File: src/crg_pkg.sv
// Constants and state type for the coprocessor request/grant relay.
// Assumes one system clock; shared by the relay and its pin synchroniser.
package crg_pkg;
    // Synchroniser depth for the two request/grant pins
    localparam int CRG_SYNC_STAGES = 2;
    // Idle level of a request/grant line: pulses are active low
    localparam logic CRG_LINE_IDLE = 1'b1;
    localparam logic CRG_LINE_DRIVEN = 1'b0;
    // Clocks from a seen grant to the relayed grant, and for a release
    localparam int CRG_GRANT_RELAY_CLKS = 2;
    localparam int CRG_RELEASE_RELAY_CLKS = 1;
    // Dead clocks after each bus exchange
    localparam int CRG_DEAD_CLKS = 1;

    typedef enum logic [2:0] {
        CRG_IDLE,
        CRG_REQ_WAIT,
        CRG_RELAY_GNT,
        CRG_RELAY_HELD,
        CRG_OWN,
        CRG_OWN_WAIT_SLOT,
        CRG_HANDOVER,
        CRG_DEAD
    } crg_state_t;
endpackage

File: src/crg_pin_sync.sv
// Two-flop synchroniser for one request/grant pin.
// Assumes the pin is asynchronous to core_clk_in; resets to the idle level.
`timescale 1ns/1ns
module crg_pin_sync
    import crg_pkg::*;
(
    input wire logic core_clk_in,
    input wire logic srst_in,
    input wire logic pin_in,
    output logic pin_sync_out
);
    logic meta_reg;
    logic sync_reg;

    // Reset to idle so an unconnected pin never shows a request
    always_ff @(posedge core_clk_in)
    begin
        if (srst_in)
        begin
            meta_reg <= CRG_LINE_IDLE;
            sync_reg <= CRG_LINE_IDLE;
        end
        else
        begin
            meta_reg <= pin_in;
            sync_reg <= meta_reg;
        end
    end

    assign pin_sync_out = sync_reg;
endmodule

File: src/crg_relay.sv
// Local bus request/grant relay of a math coprocessor.
// Assumes open-drain request/grant lines with external pull-ups resolved
// by the testbench, and a bus unit reporting its bus states and cycles.
`timescale 1ns/1ns

module crg_relay
    import crg_pkg::*;
(
    input wire logic core_clk_in,
    input wire logic srst_in,
    input wire logic dn_req_grant_in,
    output logic dn_req_grant_out,
    output logic dn_req_grant_oe_out,
    input wire logic up_req_grant_in,
    output logic up_req_grant_out,
    output logic up_req_grant_oe_out,
    input wire logic own_bus_req_in,
    input wire logic own_last_cycle_done_in,
    input wire logic final_bus_state_in,
    input wire logic address_bus_state_in,
    input wire logic hold_ctrl_mode_in,
    output logic bus_owned_out,
    output logic bus_float_out,
    output logic handover_ack_state_out
);
    crg_state_t state_reg;
    logic for_other_reg;
    logic dn_oe_reg;
    logic up_oe_reg;
    logic dn_drv_d1_reg;
    logic dn_drv_d2_reg;
    logic up_drv_d1_reg;
    logic up_drv_d2_reg;
    logic owned_reg;
    logic float_reg;
    logic ack_reg;
    logic dn_sync;
    logic up_sync;
    logic dn_low;
    logic up_low;

    crg_pin_sync u_dn_sync
    (
        .core_clk_in(core_clk_in),
        .srst_in(srst_in),
        .pin_in(dn_req_grant_in),
        .pin_sync_out(dn_sync)
    );

    crg_pin_sync u_up_sync
    (
        .core_clk_in(core_clk_in),
        .srst_in(srst_in),
        .pin_in(up_req_grant_in),
        .pin_sync_out(up_sync)
    );

    // Our own pulse returns through the synchroniser two clocks later;
    // masking it keeps the device from answering itself
    always_ff @(posedge core_clk_in)
    begin
        if (srst_in)
        begin
            dn_drv_d1_reg <= 1'b0;
            dn_drv_d2_reg <= 1'b0;
            up_drv_d1_reg <= 1'b0;
            up_drv_d2_reg <= 1'b0;
        end
        else
        begin
            dn_drv_d1_reg <= dn_oe_reg;
            dn_drv_d2_reg <= dn_drv_d1_reg;
            up_drv_d1_reg <= up_oe_reg;
            up_drv_d2_reg <= up_drv_d1_reg;
        end
    end

    // A pulse is one sampled low cycle
    assign dn_low = (dn_sync == CRG_LINE_DRIVEN) && !dn_drv_d2_reg;
    assign up_low = (up_sync == CRG_LINE_DRIVEN) && !up_drv_d2_reg;

    // Exchange sequencer
    always_ff @(posedge core_clk_in)
    begin
        if (srst_in)
        begin
            state_reg <= CRG_IDLE;
            for_other_reg <= 1'b0;
        end
        else
        begin
            case (state_reg)
                CRG_IDLE:
                begin
                    // Downstream ignored here in hold controller mode
                    if (dn_low && !hold_ctrl_mode_in)
                    begin
                        state_reg <= CRG_REQ_WAIT;
                        for_other_reg <= 1'b1;
                    end
                    else if (own_bus_req_in)
                    begin
                        state_reg <= CRG_REQ_WAIT;
                        for_other_reg <= 1'b0;
                    end
                end
                CRG_REQ_WAIT:
                begin
                    if (up_low)
                    begin
                        if (for_other_reg)
                            state_reg <= CRG_RELAY_GNT;
                        else
                            state_reg <= CRG_OWN;
                    end
                end
                CRG_RELAY_GNT:
                    state_reg <= CRG_RELAY_HELD;
                CRG_RELAY_HELD:
                begin
                    if (dn_low)
                        state_reg <= CRG_DEAD;
                end
                CRG_OWN:
                begin
                    if (own_last_cycle_done_in)
                        state_reg <= CRG_DEAD;
                    else if (dn_low)
                        state_reg <= CRG_OWN_WAIT_SLOT;
                end
                CRG_OWN_WAIT_SLOT:
                begin
                    if (final_bus_state_in || address_bus_state_in)
                        state_reg <= CRG_HANDOVER;
                end
                CRG_HANDOVER:
                begin
                    if (dn_low)
                        state_reg <= CRG_OWN;
                end
                CRG_DEAD:
                    state_reg <= CRG_IDLE;
                default:
                    state_reg <= CRG_IDLE;
            endcase
        end
    end

    // Upstream pulses: request and release, each one clock wide
    always_ff @(posedge core_clk_in)
    begin
        if (srst_in)
            up_oe_reg <= 1'b0;
        else
            up_oe_reg <= ((state_reg == CRG_IDLE) &&
                          ((dn_low && !hold_ctrl_mode_in) ||
                           own_bus_req_in)) ||
                         ((state_reg == CRG_RELAY_HELD) && dn_low) ||
                         ((state_reg == CRG_OWN) &&
                          own_last_cycle_done_in);
    end

    // Downstream grant: relayed after the extra pipeline clock, or own grant
    always_ff @(posedge core_clk_in)
    begin
        if (srst_in)
            dn_oe_reg <= 1'b0;
        else
            dn_oe_reg <= (state_reg == CRG_RELAY_GNT) ||
                         ((state_reg == CRG_OWN_WAIT_SLOT) &&
                          (final_bus_state_in ||
                           address_bus_state_in));
    end

    // Bus ownership, float and handover acknowledge
    always_ff @(posedge core_clk_in)
    begin
        if (srst_in)
        begin
            owned_reg <= 1'b0;
            float_reg <= 1'b0;
            ack_reg <= 1'b0;
        end
        else
        begin
            if (state_reg == CRG_REQ_WAIT && up_low && !for_other_reg)
                owned_reg <= 1'b1;
            else if (state_reg == CRG_OWN && own_last_cycle_done_in)
                owned_reg <= 1'b0;
            if (state_reg == CRG_OWN_WAIT_SLOT &&
                (final_bus_state_in || address_bus_state_in))
                float_reg <= 1'b1;
            else if (state_reg == CRG_HANDOVER && dn_low)
                float_reg <= 1'b0;
            ack_reg <= (state_reg == CRG_HANDOVER) && !dn_low;
        end
    end

    // Lines are only ever pulled low; the pull-up restores idle
    always_ff @(posedge core_clk_in)
    begin
        dn_req_grant_out <= CRG_LINE_DRIVEN;
        up_req_grant_out <= CRG_LINE_DRIVEN;
    end

    assign dn_req_grant_oe_out = dn_oe_reg;
    assign up_req_grant_oe_out = up_oe_reg;
    assign bus_owned_out = owned_reg;
    assign bus_float_out = float_reg;
    assign handover_ack_state_out = ack_reg;
endmodule

File: config.mk
export PLATFORM = sky130hd
export DESIGN_NAME = crg_relay
export DESIGN_NICKNAME = d
export VERILOG_FILES = /design/src/crg_pkg.sv /design/src/crg_pin_sync.sv /design/src/crg_relay.sv
export SDC_FILE = /design/constraint.sdc
export NUM_CORES = 1
export LEC_CHECK = 0
export BUFFER_PORTS_ARGS = -buffer_cell sky130_fd_sc_hd__buf_4
export CORE_UTILIZATION = 40
export CTS_CLUSTER_DIAMETER = 30
export DETAILED_ROUTE_END_ITERATION = 7
export GPL_TIMING_DRIVEN = 0
export PLACE_DENSITY_LB_ADDON = 0.25
export SKIP_LAST_GASP = 1
export SYNTH_ARGS = -nofsm -noshare
export SYNTH_HDL_FRONTEND = slang
export SYNTH_HIERARCHICAL = 1
export SYNTH_SLANG_ARGS = --single-unit
File: constraint.sdc
create_clock -name core_clk_in -period 1.5 [get_ports core_clk_in]
set_clock_uncertainty 0.05 [all_clocks]
set_input_delay 0.075 -clock core_clk_in [delete_from_list [all_inputs] [get_ports core_clk_in]]
set_output_delay 0.075 -clock core_clk_in [all_outputs]
set_load 0.02 [all_outputs]
Yosys cells after proc, flatten, opt, wreduce, memory -nomap -nowiden
Cells that the tools add are included.
{ "totals": {"ff_bits": 17, "input_bits": 9, "output_inout_bits": 7, "wordCells": 73} }
{ "op_classes": {"n_eq_ne": 13, "mux": 16, "bitwise": 2, "reduce_logical": 27} }
{ "ops": {"columns": ["op", "count"], "rows": [
  ["$mux 3", 9],
  ["$pmux 3 s8", 1],
  ["$eq 3x3->1 const B", 4],
  ["$logic_and 1x1->1", 11],
  ["$ne 2x2->1 const B", 4],
  ["$eq 3x2->1 const B", 2],
  ["$mux 1", 6],
  ["$ne 3x3->1 const B", 2],
  ["$reduce_and 6->1", 1],
  ["$reduce_bool 2->1", 3],
  ["$logic_not 1->1", 5],
  ["$logic_or 1x1->1", 5],
  ["$eq 3x1->1 const B", 1],
  ["$logic_not 3->1", 1],
  ["$not 1->1", 2],
  ["$reduce_and 2->1", 1]
]} }

Longest topological paths before layout
Gate-level depths: netlist (run 1).
{ "depth": {"depth_word": 7, "ltp_mapped": 4, "ltp_nobuf": 3} }

Hierarchy
Netlist (run 1), hierarchy kept.
{ "by_module_without_submodules": {"columns": ["module", "instances", "cells_each", "area_per_inst_um2"], "rows": [
  ["crg_relay", 1, 71, 623.1],
  ["crg_pin_sync", 2, 4, 52.6]
]} }

Worst setup path after synthesis (run 1)
OpenSTA, ideal clock, no wires.
{ "synth_path": {"path_kind": "reg-to-reg", "from": "reg state_reg[2]", "to": "reg state_reg[0]", "setup_time_ns": 0.132, "arrival_ns": 0.928, "path_slack_ns": 0.390, "stages_incl_launch_ff": 4, "path_buffers": 0, "synth_period_minus_slack_ns": 1.110, "cell_sequence": "dfxtp_1 > or3_1 > nor3_2 > a2111oi_2"} }
{ "synth_between": {"elab_chain_cells": 3, "elab_cells_between_ends": 16, "cone_classes": "eq/ne: 13; mux: 1; reduce/logical: 2"} }
{ "synth_rtl": {"columns": ["item", "line", "text"], "rows": [
  ["from (decl)", "crg_relay.sv:26", "crg_state_t state_reg;"],
  ["from (signal assigned)", "crg_relay.sv:87", "state_reg <= CRG_IDLE;"],
  ["from (signal assigned)", "crg_relay.sv:98", "state_reg <= CRG_REQ_WAIT;"],
  ["from (signal assigned)", "crg_relay.sv:103", "state_reg <= CRG_REQ_WAIT;"],
  ["$eq 3x3->1 (tied with other cells)", "crg_relay.sv:92", "case (state_reg)"],
  ["$ne 3x3->1 (no line) or $ne 2x2->1 (tied branches)", null, null],
  ["$reduce_and 6->1 (no line)", null, null]
]} }
Parallel ways exist; a longest one is shown, timed or not.
A chain may end at the register's enable or synchronous reset.

Worst setup path in the final report (run 1)
{ "layout_path": {"from": "in srst_in", "to": "reg u_up_sync.meta_reg"} }
{ "layout_rtl": {"columns": ["item", "line", "text"], "rows": [
  ["from (decl)", "crg_relay.sv:10", "input wire logic srst_in,"],
  ["to (signal assigned)", "crg_pin_sync.sv:25", "meta_reg <= pin_in;"],
  ["to (decl)", "crg_pin_sync.sv:12", "logic meta_reg;"]
]} }
No word-level cell between the ends.

==> summary.txt, run 1 <==
Power
  • Clock share of power: between 20% and 30%
  • Tot Pwr: between 0.0008 and 0.0009 W
  • Sequential share of power: between 50% and 60%
  • Pleak: 0.362 nW
  • Comb power frac: between 10% and 20%
  • Switching power: around 0.00024 W
  • Switch share: a little over a quarter
  • Total power per unit cell area: around 940 nW/um^2
  • Power Internal: between 0.0006 and 0.0007 W
  • Peak supply drop: around 0.75 mV

Hold path
  • Worst hold path type: input pin to flop

Setup path
  • CP Buf/Inv Count: 3
  • CP max FO: 9
  • Cell family with most CP delay: buffers and inverters
  • Crit path top cell by count: dlygate4sd3_1
  • Crit-path cells: dlygate4sd3_1 > buf_4 > or2_1 > dlygate4sd3_1
  • CP max stage delay: 0.56 ns
  • WP data required: around 1.6 ns
  • Worst EP arrival: 1.55 ns
  • CP endpoint kind: flop
  • CP max-delay cell: dlygate4sd3_1
  • Startpoint types: input pin
  • Worst setup path category: input pin to flop

Layout
  • Layout cells sized above 1: a little over a quarter
  • NumNets Final: between 100 and 150
  • Max FFs per register: 3
  • Final core utilization: 55.1%
  • Area delta synth->final: 29.2%
  • Finished Layout Cells: about 130
  • Antenna Cells: 0

Timing
  • Fin Setup TNS: 0 ns
  • Tmin final: roughly 1.4 ns
  • Hold Vio Cnt, Final: 0
  • Hold Slack: between 0.04 and 0.05 ns
  • RSZ-0062 raised after global routing: no
  • Fmax: 0.710 GHz
  • Fin crit share: ~94%
  • Final setup viols: 0
  • Max Slew Vio Count: 0

Synthesis
  • Ys flop type: dfxtp_1
  • Post-synth top area share: between 40% and 50%
  • Synth async-reset ratio: 0%
  • Synth warn: 6
  • Cell count after synthesis: a little under 80
  • Register area share after synthesis: 46.7%
  • Yosys reg bits: 17
  • Mapped Area: about 730 sq um
  • Synth cell count leaders: dfxtp_1 (17), a21oi_1 (6), buf_4 (5), nor2b_1 (5), o21ai_0 (5)
  • Post-Syn Area per Cell: 9.22 sq um
  • Top cells by area, synth: dfxtp_1 (47%), buf_4 (5.2%), nor2b_1 (4.3%), a21oi_1 (4.1%), o21ai_0 (3.4%)
  • EDFF count, synth: 0
  • Area leader, netlist: dfxtp_1
  • Top-count cell post-synth: dfxtp_1
  • Distinct cell type count after synthesis: 29

Global route
  • Vias in the first global route: 582
  • GR Overflow Total: 0
  • Initial antenna violation count: 0
  • Pin count of the biggest net entering global routing: 12
  • GRT Util Overall: 17.1%
  • First-pass GRT wire length: around 2400 um

Floorplan
  • Core footprint: 1710 sq um
  • Die height: 44.7 um
  • Die area: roughly 2000 sq um
  • Initial core utilization: a little over two fifths
  • Die width: roughly 45 um
  • Ports: 16
  • # rows: 15

CTS
  • H-Tree Depth: 1
  • CTS Root Cell: clkbuf_4
  • Clock latency on the worst-skew pair: between 0.2 and 0.3 ns
  • Clock transition at the registers of the reported paths: between 0.1 and 0.15 ns
  • CTS tree: yes
  • Clock sinks: 17
  • Clock Path Buffers: 2
  • Setup Fix Bufs, Post-CTS: 0
  • Inserted Clock Buffers: 3

Placed design
  • Placed cells: 118
  • DP HPWL: approximately 1000 um
  • GPL Wtd Cong: about 0.84
  • IO buf count: 13

Detailed routing
  • Avg Vias per Cell: between 4 and 5
  • Vias: approximately 630
  • 1st-pass router iterations: 4
  • DR DRC count: 0
  • DRT iter0 DRCs: 3
  • ANT nets after route: 0
  • Post-Route WL: between 1000 and 1500 um
  • Wire length per cell: roughly 12 um

Flow run
  • Number of max-cap violations: 0

Run status
  • Status: complete, no violations
## worst min-delay path, delay by kind of cell
| kind | cells | cell delay (ns) |
|---|---|---|
| compound gates | 1 | 0.06 |
| simple gates | 2 | 0.12 |
| buf+inv | 1 | 0.08 |
## logic make-up after synthesis
family / Yosys count / synth area share (%)
AOI/OAI and AO/OA: 19 / 18.2
buffers and inverters: 10 / 7.73
DFF: 17 / 46.7
other: 1 / 0.515
and+or+nand+nor: 32 / 26.8
## repair_timing
| action | in CTS | in global routing |
|---|---|---|
| resized for setup | 0 | 0 |
| endpoints found under the hold margin | 6 | 0 |
| hold buffers | 5 | 0 |
## placed cells by master (no fill, tap or decap), types with 3 or more instances in the layout
cell            n
buf_4          18
dfxtp_1        17
a21oi_1         6
nor2b_1         5
o21ai_0         5
dlygate4sd3_1   5
inv_1           4
nor3_1          4
or2_1           4
nor2_1          3
nand2_1         3
clkbuf_4        3
## power groups by stage
| stage | clock, W | sequential [W] | combinational, W |
|---|---|---|---|
| after detailed placement | 0 | 0.000494 | 0.000130 |
| after global routing | 0.000287 | 0.000487 | 0.000154 |
| after CTS | 0.000268 | 0.000484 | 0.000141 |
| after global placement | 0 | 0.000493 | 0.000129 |
| after floorplan | 0 | 0.000499 | 0.0000789 |
| final | 0.000257 | 0.000484 | 0.000142 |
## path summary, 6_finish.rpt
kind | from | end | slack (ns) | cells after the start
max | srst_in | u_up_sync/meta_reg$_SDFF_PP1_ | 0.09 | 4
max reg2reg | state_reg[2]$_SDFFE_PP0P_ | state_reg[0]$_SDFFE_PP0P_ | 0.28 | 3
min reg2reg | u_dn_sync/meta_reg$_SDFF_PP1_ | u_dn_sync/pin_sync_out$_SDFF_PP1_ | 0.37 | 1
min | hold_ctrl_mode_in | for_other_reg$_SDFFE_PP0P_ | 0.04 | 4
## stage by stage
step / cell area [sq um] / worst slack, ns
global route: 941 / 0.0936
finish: 941 / 0.0922
detailed placement: 861 / 0.289
floorplan: 732 / 0.390
CTS: 941 / 0.121
global placement: 861 / 0.308
## layer usage
metal  GRT usage, %  wire length, um  share of wire, %
met1           20.0              660                44
met2           29.1              760                51
met3           6.12               59               3.9
met4           5.45               13              0.87
met5              0                0                 0
## cell type report
cell class                 count  area, sq um
fill                         177          767
sequential                    17          340
multi-input combinational     53          335
timing repair buffer          18          148
buffer                         6         41.3
tap                           25         31.3
clock buffer                   3         22.5
inverter                       4         15.0
clock inverter                 1         7.51
(Power assumes the default switching activity.)
==> inputs of run 2 (changes only) <==
--- a/config.mk
+++ b/config.mk
@@ -11,6 +11,7 @@
 export DETAILED_ROUTE_END_ITERATION = 7
 export GPL_TIMING_DRIVEN = 0
 export PLACE_DENSITY_LB_ADDON = 0.25
+export REMOVE_ABC_BUFFERS = 1
 export SKIP_LAST_GASP = 1
 export SYNTH_ARGS = -nofsm -noshare
 export SYNTH_HDL_FRONTEND = slang
==> summary.txt, run 2 (synthesized netlist as in run 1, its figures left out) <==
Run status
  • Status: complete, no violations

Global route
  • GR Overflow Total: 0 (unchanged)
  • Vias in the first global route: 524 (-10%)
  • Pin count of the biggest net entering global routing: 19 (+7)
  • Initial antenna violation count: 0 (unchanged)
  • First-pass GRT wire length: 2220 um (-9.3%)
  • GRT Util Overall: 16.3% (-0.80 points)

Timing
  • Tmin final: 1.39 ns (-0.0166 ns)
  • RSZ-0062 raised after global routing: no
  • Max Slew Vio Count: 0 (unchanged)
  • Hold Vio Cnt, Final: 0 (unchanged)
  • Fin Setup TNS: 0 ns (unchanged)
  • Fin crit share: 92.7% (-1.1 points)
  • Final setup viols: 0 (unchanged)
  • Fmax: 0.719 GHz (+1.2%)

Placed design
  • IO buf count: 13 (unchanged)
  • DP HPWL: 908 um (-13%)
  • GPL Wtd Cong: 0.715 (-14%)
  • Placed cells: 112 (-5.1%)

Floorplan
  • Die width: 44.7 um (unchanged)
  • Core footprint: 1710 sq um (unchanged)
  • Die height: 44.7 um (unchanged)
  • # rows: 15 (unchanged)
  • Ports: 16 (unchanged)
  • Initial core utilization: 42.6% (unchanged)
  • Die area: 1990 sq um (unchanged)

Hold path
  • Worst hold path type: input pin to flop

Layout
  • Multi-input logic area: 335 sq um (unchanged)
  • Most frequent cells in the layout: dfxtp_1 (17), buf_4 (13), a21oi_1 (6)
  • Antenna Cells: 0 (unchanged)
  • Area delta synth->final: 19.4%
  • Max FFs per register: 3 (unchanged)
  • NumNets Final: 103 (-8.0%)
  • Commonest non-fill, non-tap cell in the layout: dfxtp_1
  • Layout cells sized above 1: 24.7% (-2.7 points)
  • Fillcell total: 168 (-5.1%)
  • Sequential cell area: 340 sq um (unchanged)
  • Finished Layout Cells: 118 (-7.1%)

Setup path
  • CP endpoint kind: flop
  • Worst EP arrival: 1.51 ns (-0.04 ns)
  • R2R Setup Slk: 0.11 ns (-0.17 ns)
  • Startpoint types: flop
  • CP max FO: 14 (+5)
  • Worst setup path category: flop to flop
  • WP data required: 1.62 ns (-0.02 ns)

CTS
  • Clock Path Buffers: 2 (unchanged)
  • Inserted Clock Buffers: 3 (unchanged)
  • Clock sinks: 17 (unchanged)
  • CTS tree: yes
  • CTS Root Cell: clkbuf_4
  • Clock transition at the registers of the reported paths: 0.11 ns (about the same)
  • Post-CTS sizing: 0 (unchanged)
  • H-Tree Depth: 1 (unchanged)
  • Clock latency on the worst-skew pair: 0.30 ns (about the same)

Detailed routing
  • Post-Route WL: 1370 um (-8.4%)
  • DRT iter0 DRCs: 15 (+12)
  • 1st-pass router iterations: 4 (unchanged)
  • Avg Vias per Cell: 4.93 (about the same)
  • DR DRC count: 0 (unchanged)
  • Vias: 582 (-7.2%)
  • Wire length per cell: 11.6 um (-1.4%)
  • ANT nets after route: 0 (unchanged)

Power
  • Pleak: 0.325 nW (-10%)
  • Peak supply drop: 0.645 mV (-15%)
  • Total power per unit cell area: 993 nW/um^2 (+6.0%)

Flow run
  • Number of max-cap violations: 0 (unchanged)
-- run 2: report_power, final --
part	switching, W	total, W	internal, W
Clock	0.000157	0.000258	0.000102
Combinational	0.0000547	0.000111	0.0000565
Sequential	0.0000236	0.000494	0.000471
Total	0.000235	0.000864	0.000629
-- run 2: final timing paths --
kind / start / to / cells after the start
setup / recovery: state_reg[0]$_SDFFE_PP0P_ / state_reg[0]$_SDFFE_PP0P_ / 3
hold / removal: srst_in / state_reg[2]$_SDFFE_PP0P_ / 2
setup reg to reg: state_reg[0]$_SDFFE_PP0P_ / state_reg[0]$_SDFFE_PP0P_ / 3
hold reg to reg: u_up_sync/meta_reg$_SDFF_PP1_ / u_up_sync/pin_sync_out$_SDFF_PP1_ / 1
-- run 2: stage by stage --
step	total power, W	hold slack [ns]	area (sq um)	utilization [%]	setup slack (ns)
floorplan	0.000564	0.0912	691	-	0.265
global placement	0.000609	0.205	820	48.0	0.125
detailed placement	0.000611	0.215	820	48.0	0.124
CTS	0.000875	0.0188	870	50.9	0.109
global route	0.000910	0.0201	870	50.9	0.0348
finish	0.000864	0.0245	870	50.9	0.109
-- run 2: area by class of cell --
class,count,share of cell area [%]
inverter,4,1.73
clock inverter,1,0.863
sequential,17,39.1
clock buffer,3,2.59
timing repair buffer,15,13.5
tap,25,3.60
multi-input combinational,53,38.6
-- run 2: timing repair --
item | CTS | global route
buffers inserted | 0 | 0
hold buffers | 2 | 0
hold endpoints to repair | 2 | 0
-- run 2: routing by layer --
layer,vias up,share of wire (%),GRT usage (%)
met5,-,0,0
met4,0,2.5,10.9
met3,4,3.4,4.90
met2,15,47,24.7
met1,260,47,19.9
li1,303,-,-
-- run 2: worst max-delay path, cell delays in order, from the launching register on --
cell and delay [ns]:
dfxtp_1 0.57, nor2b_1 0.33, a21boi_1 0.25, a2111oi_2 0.06
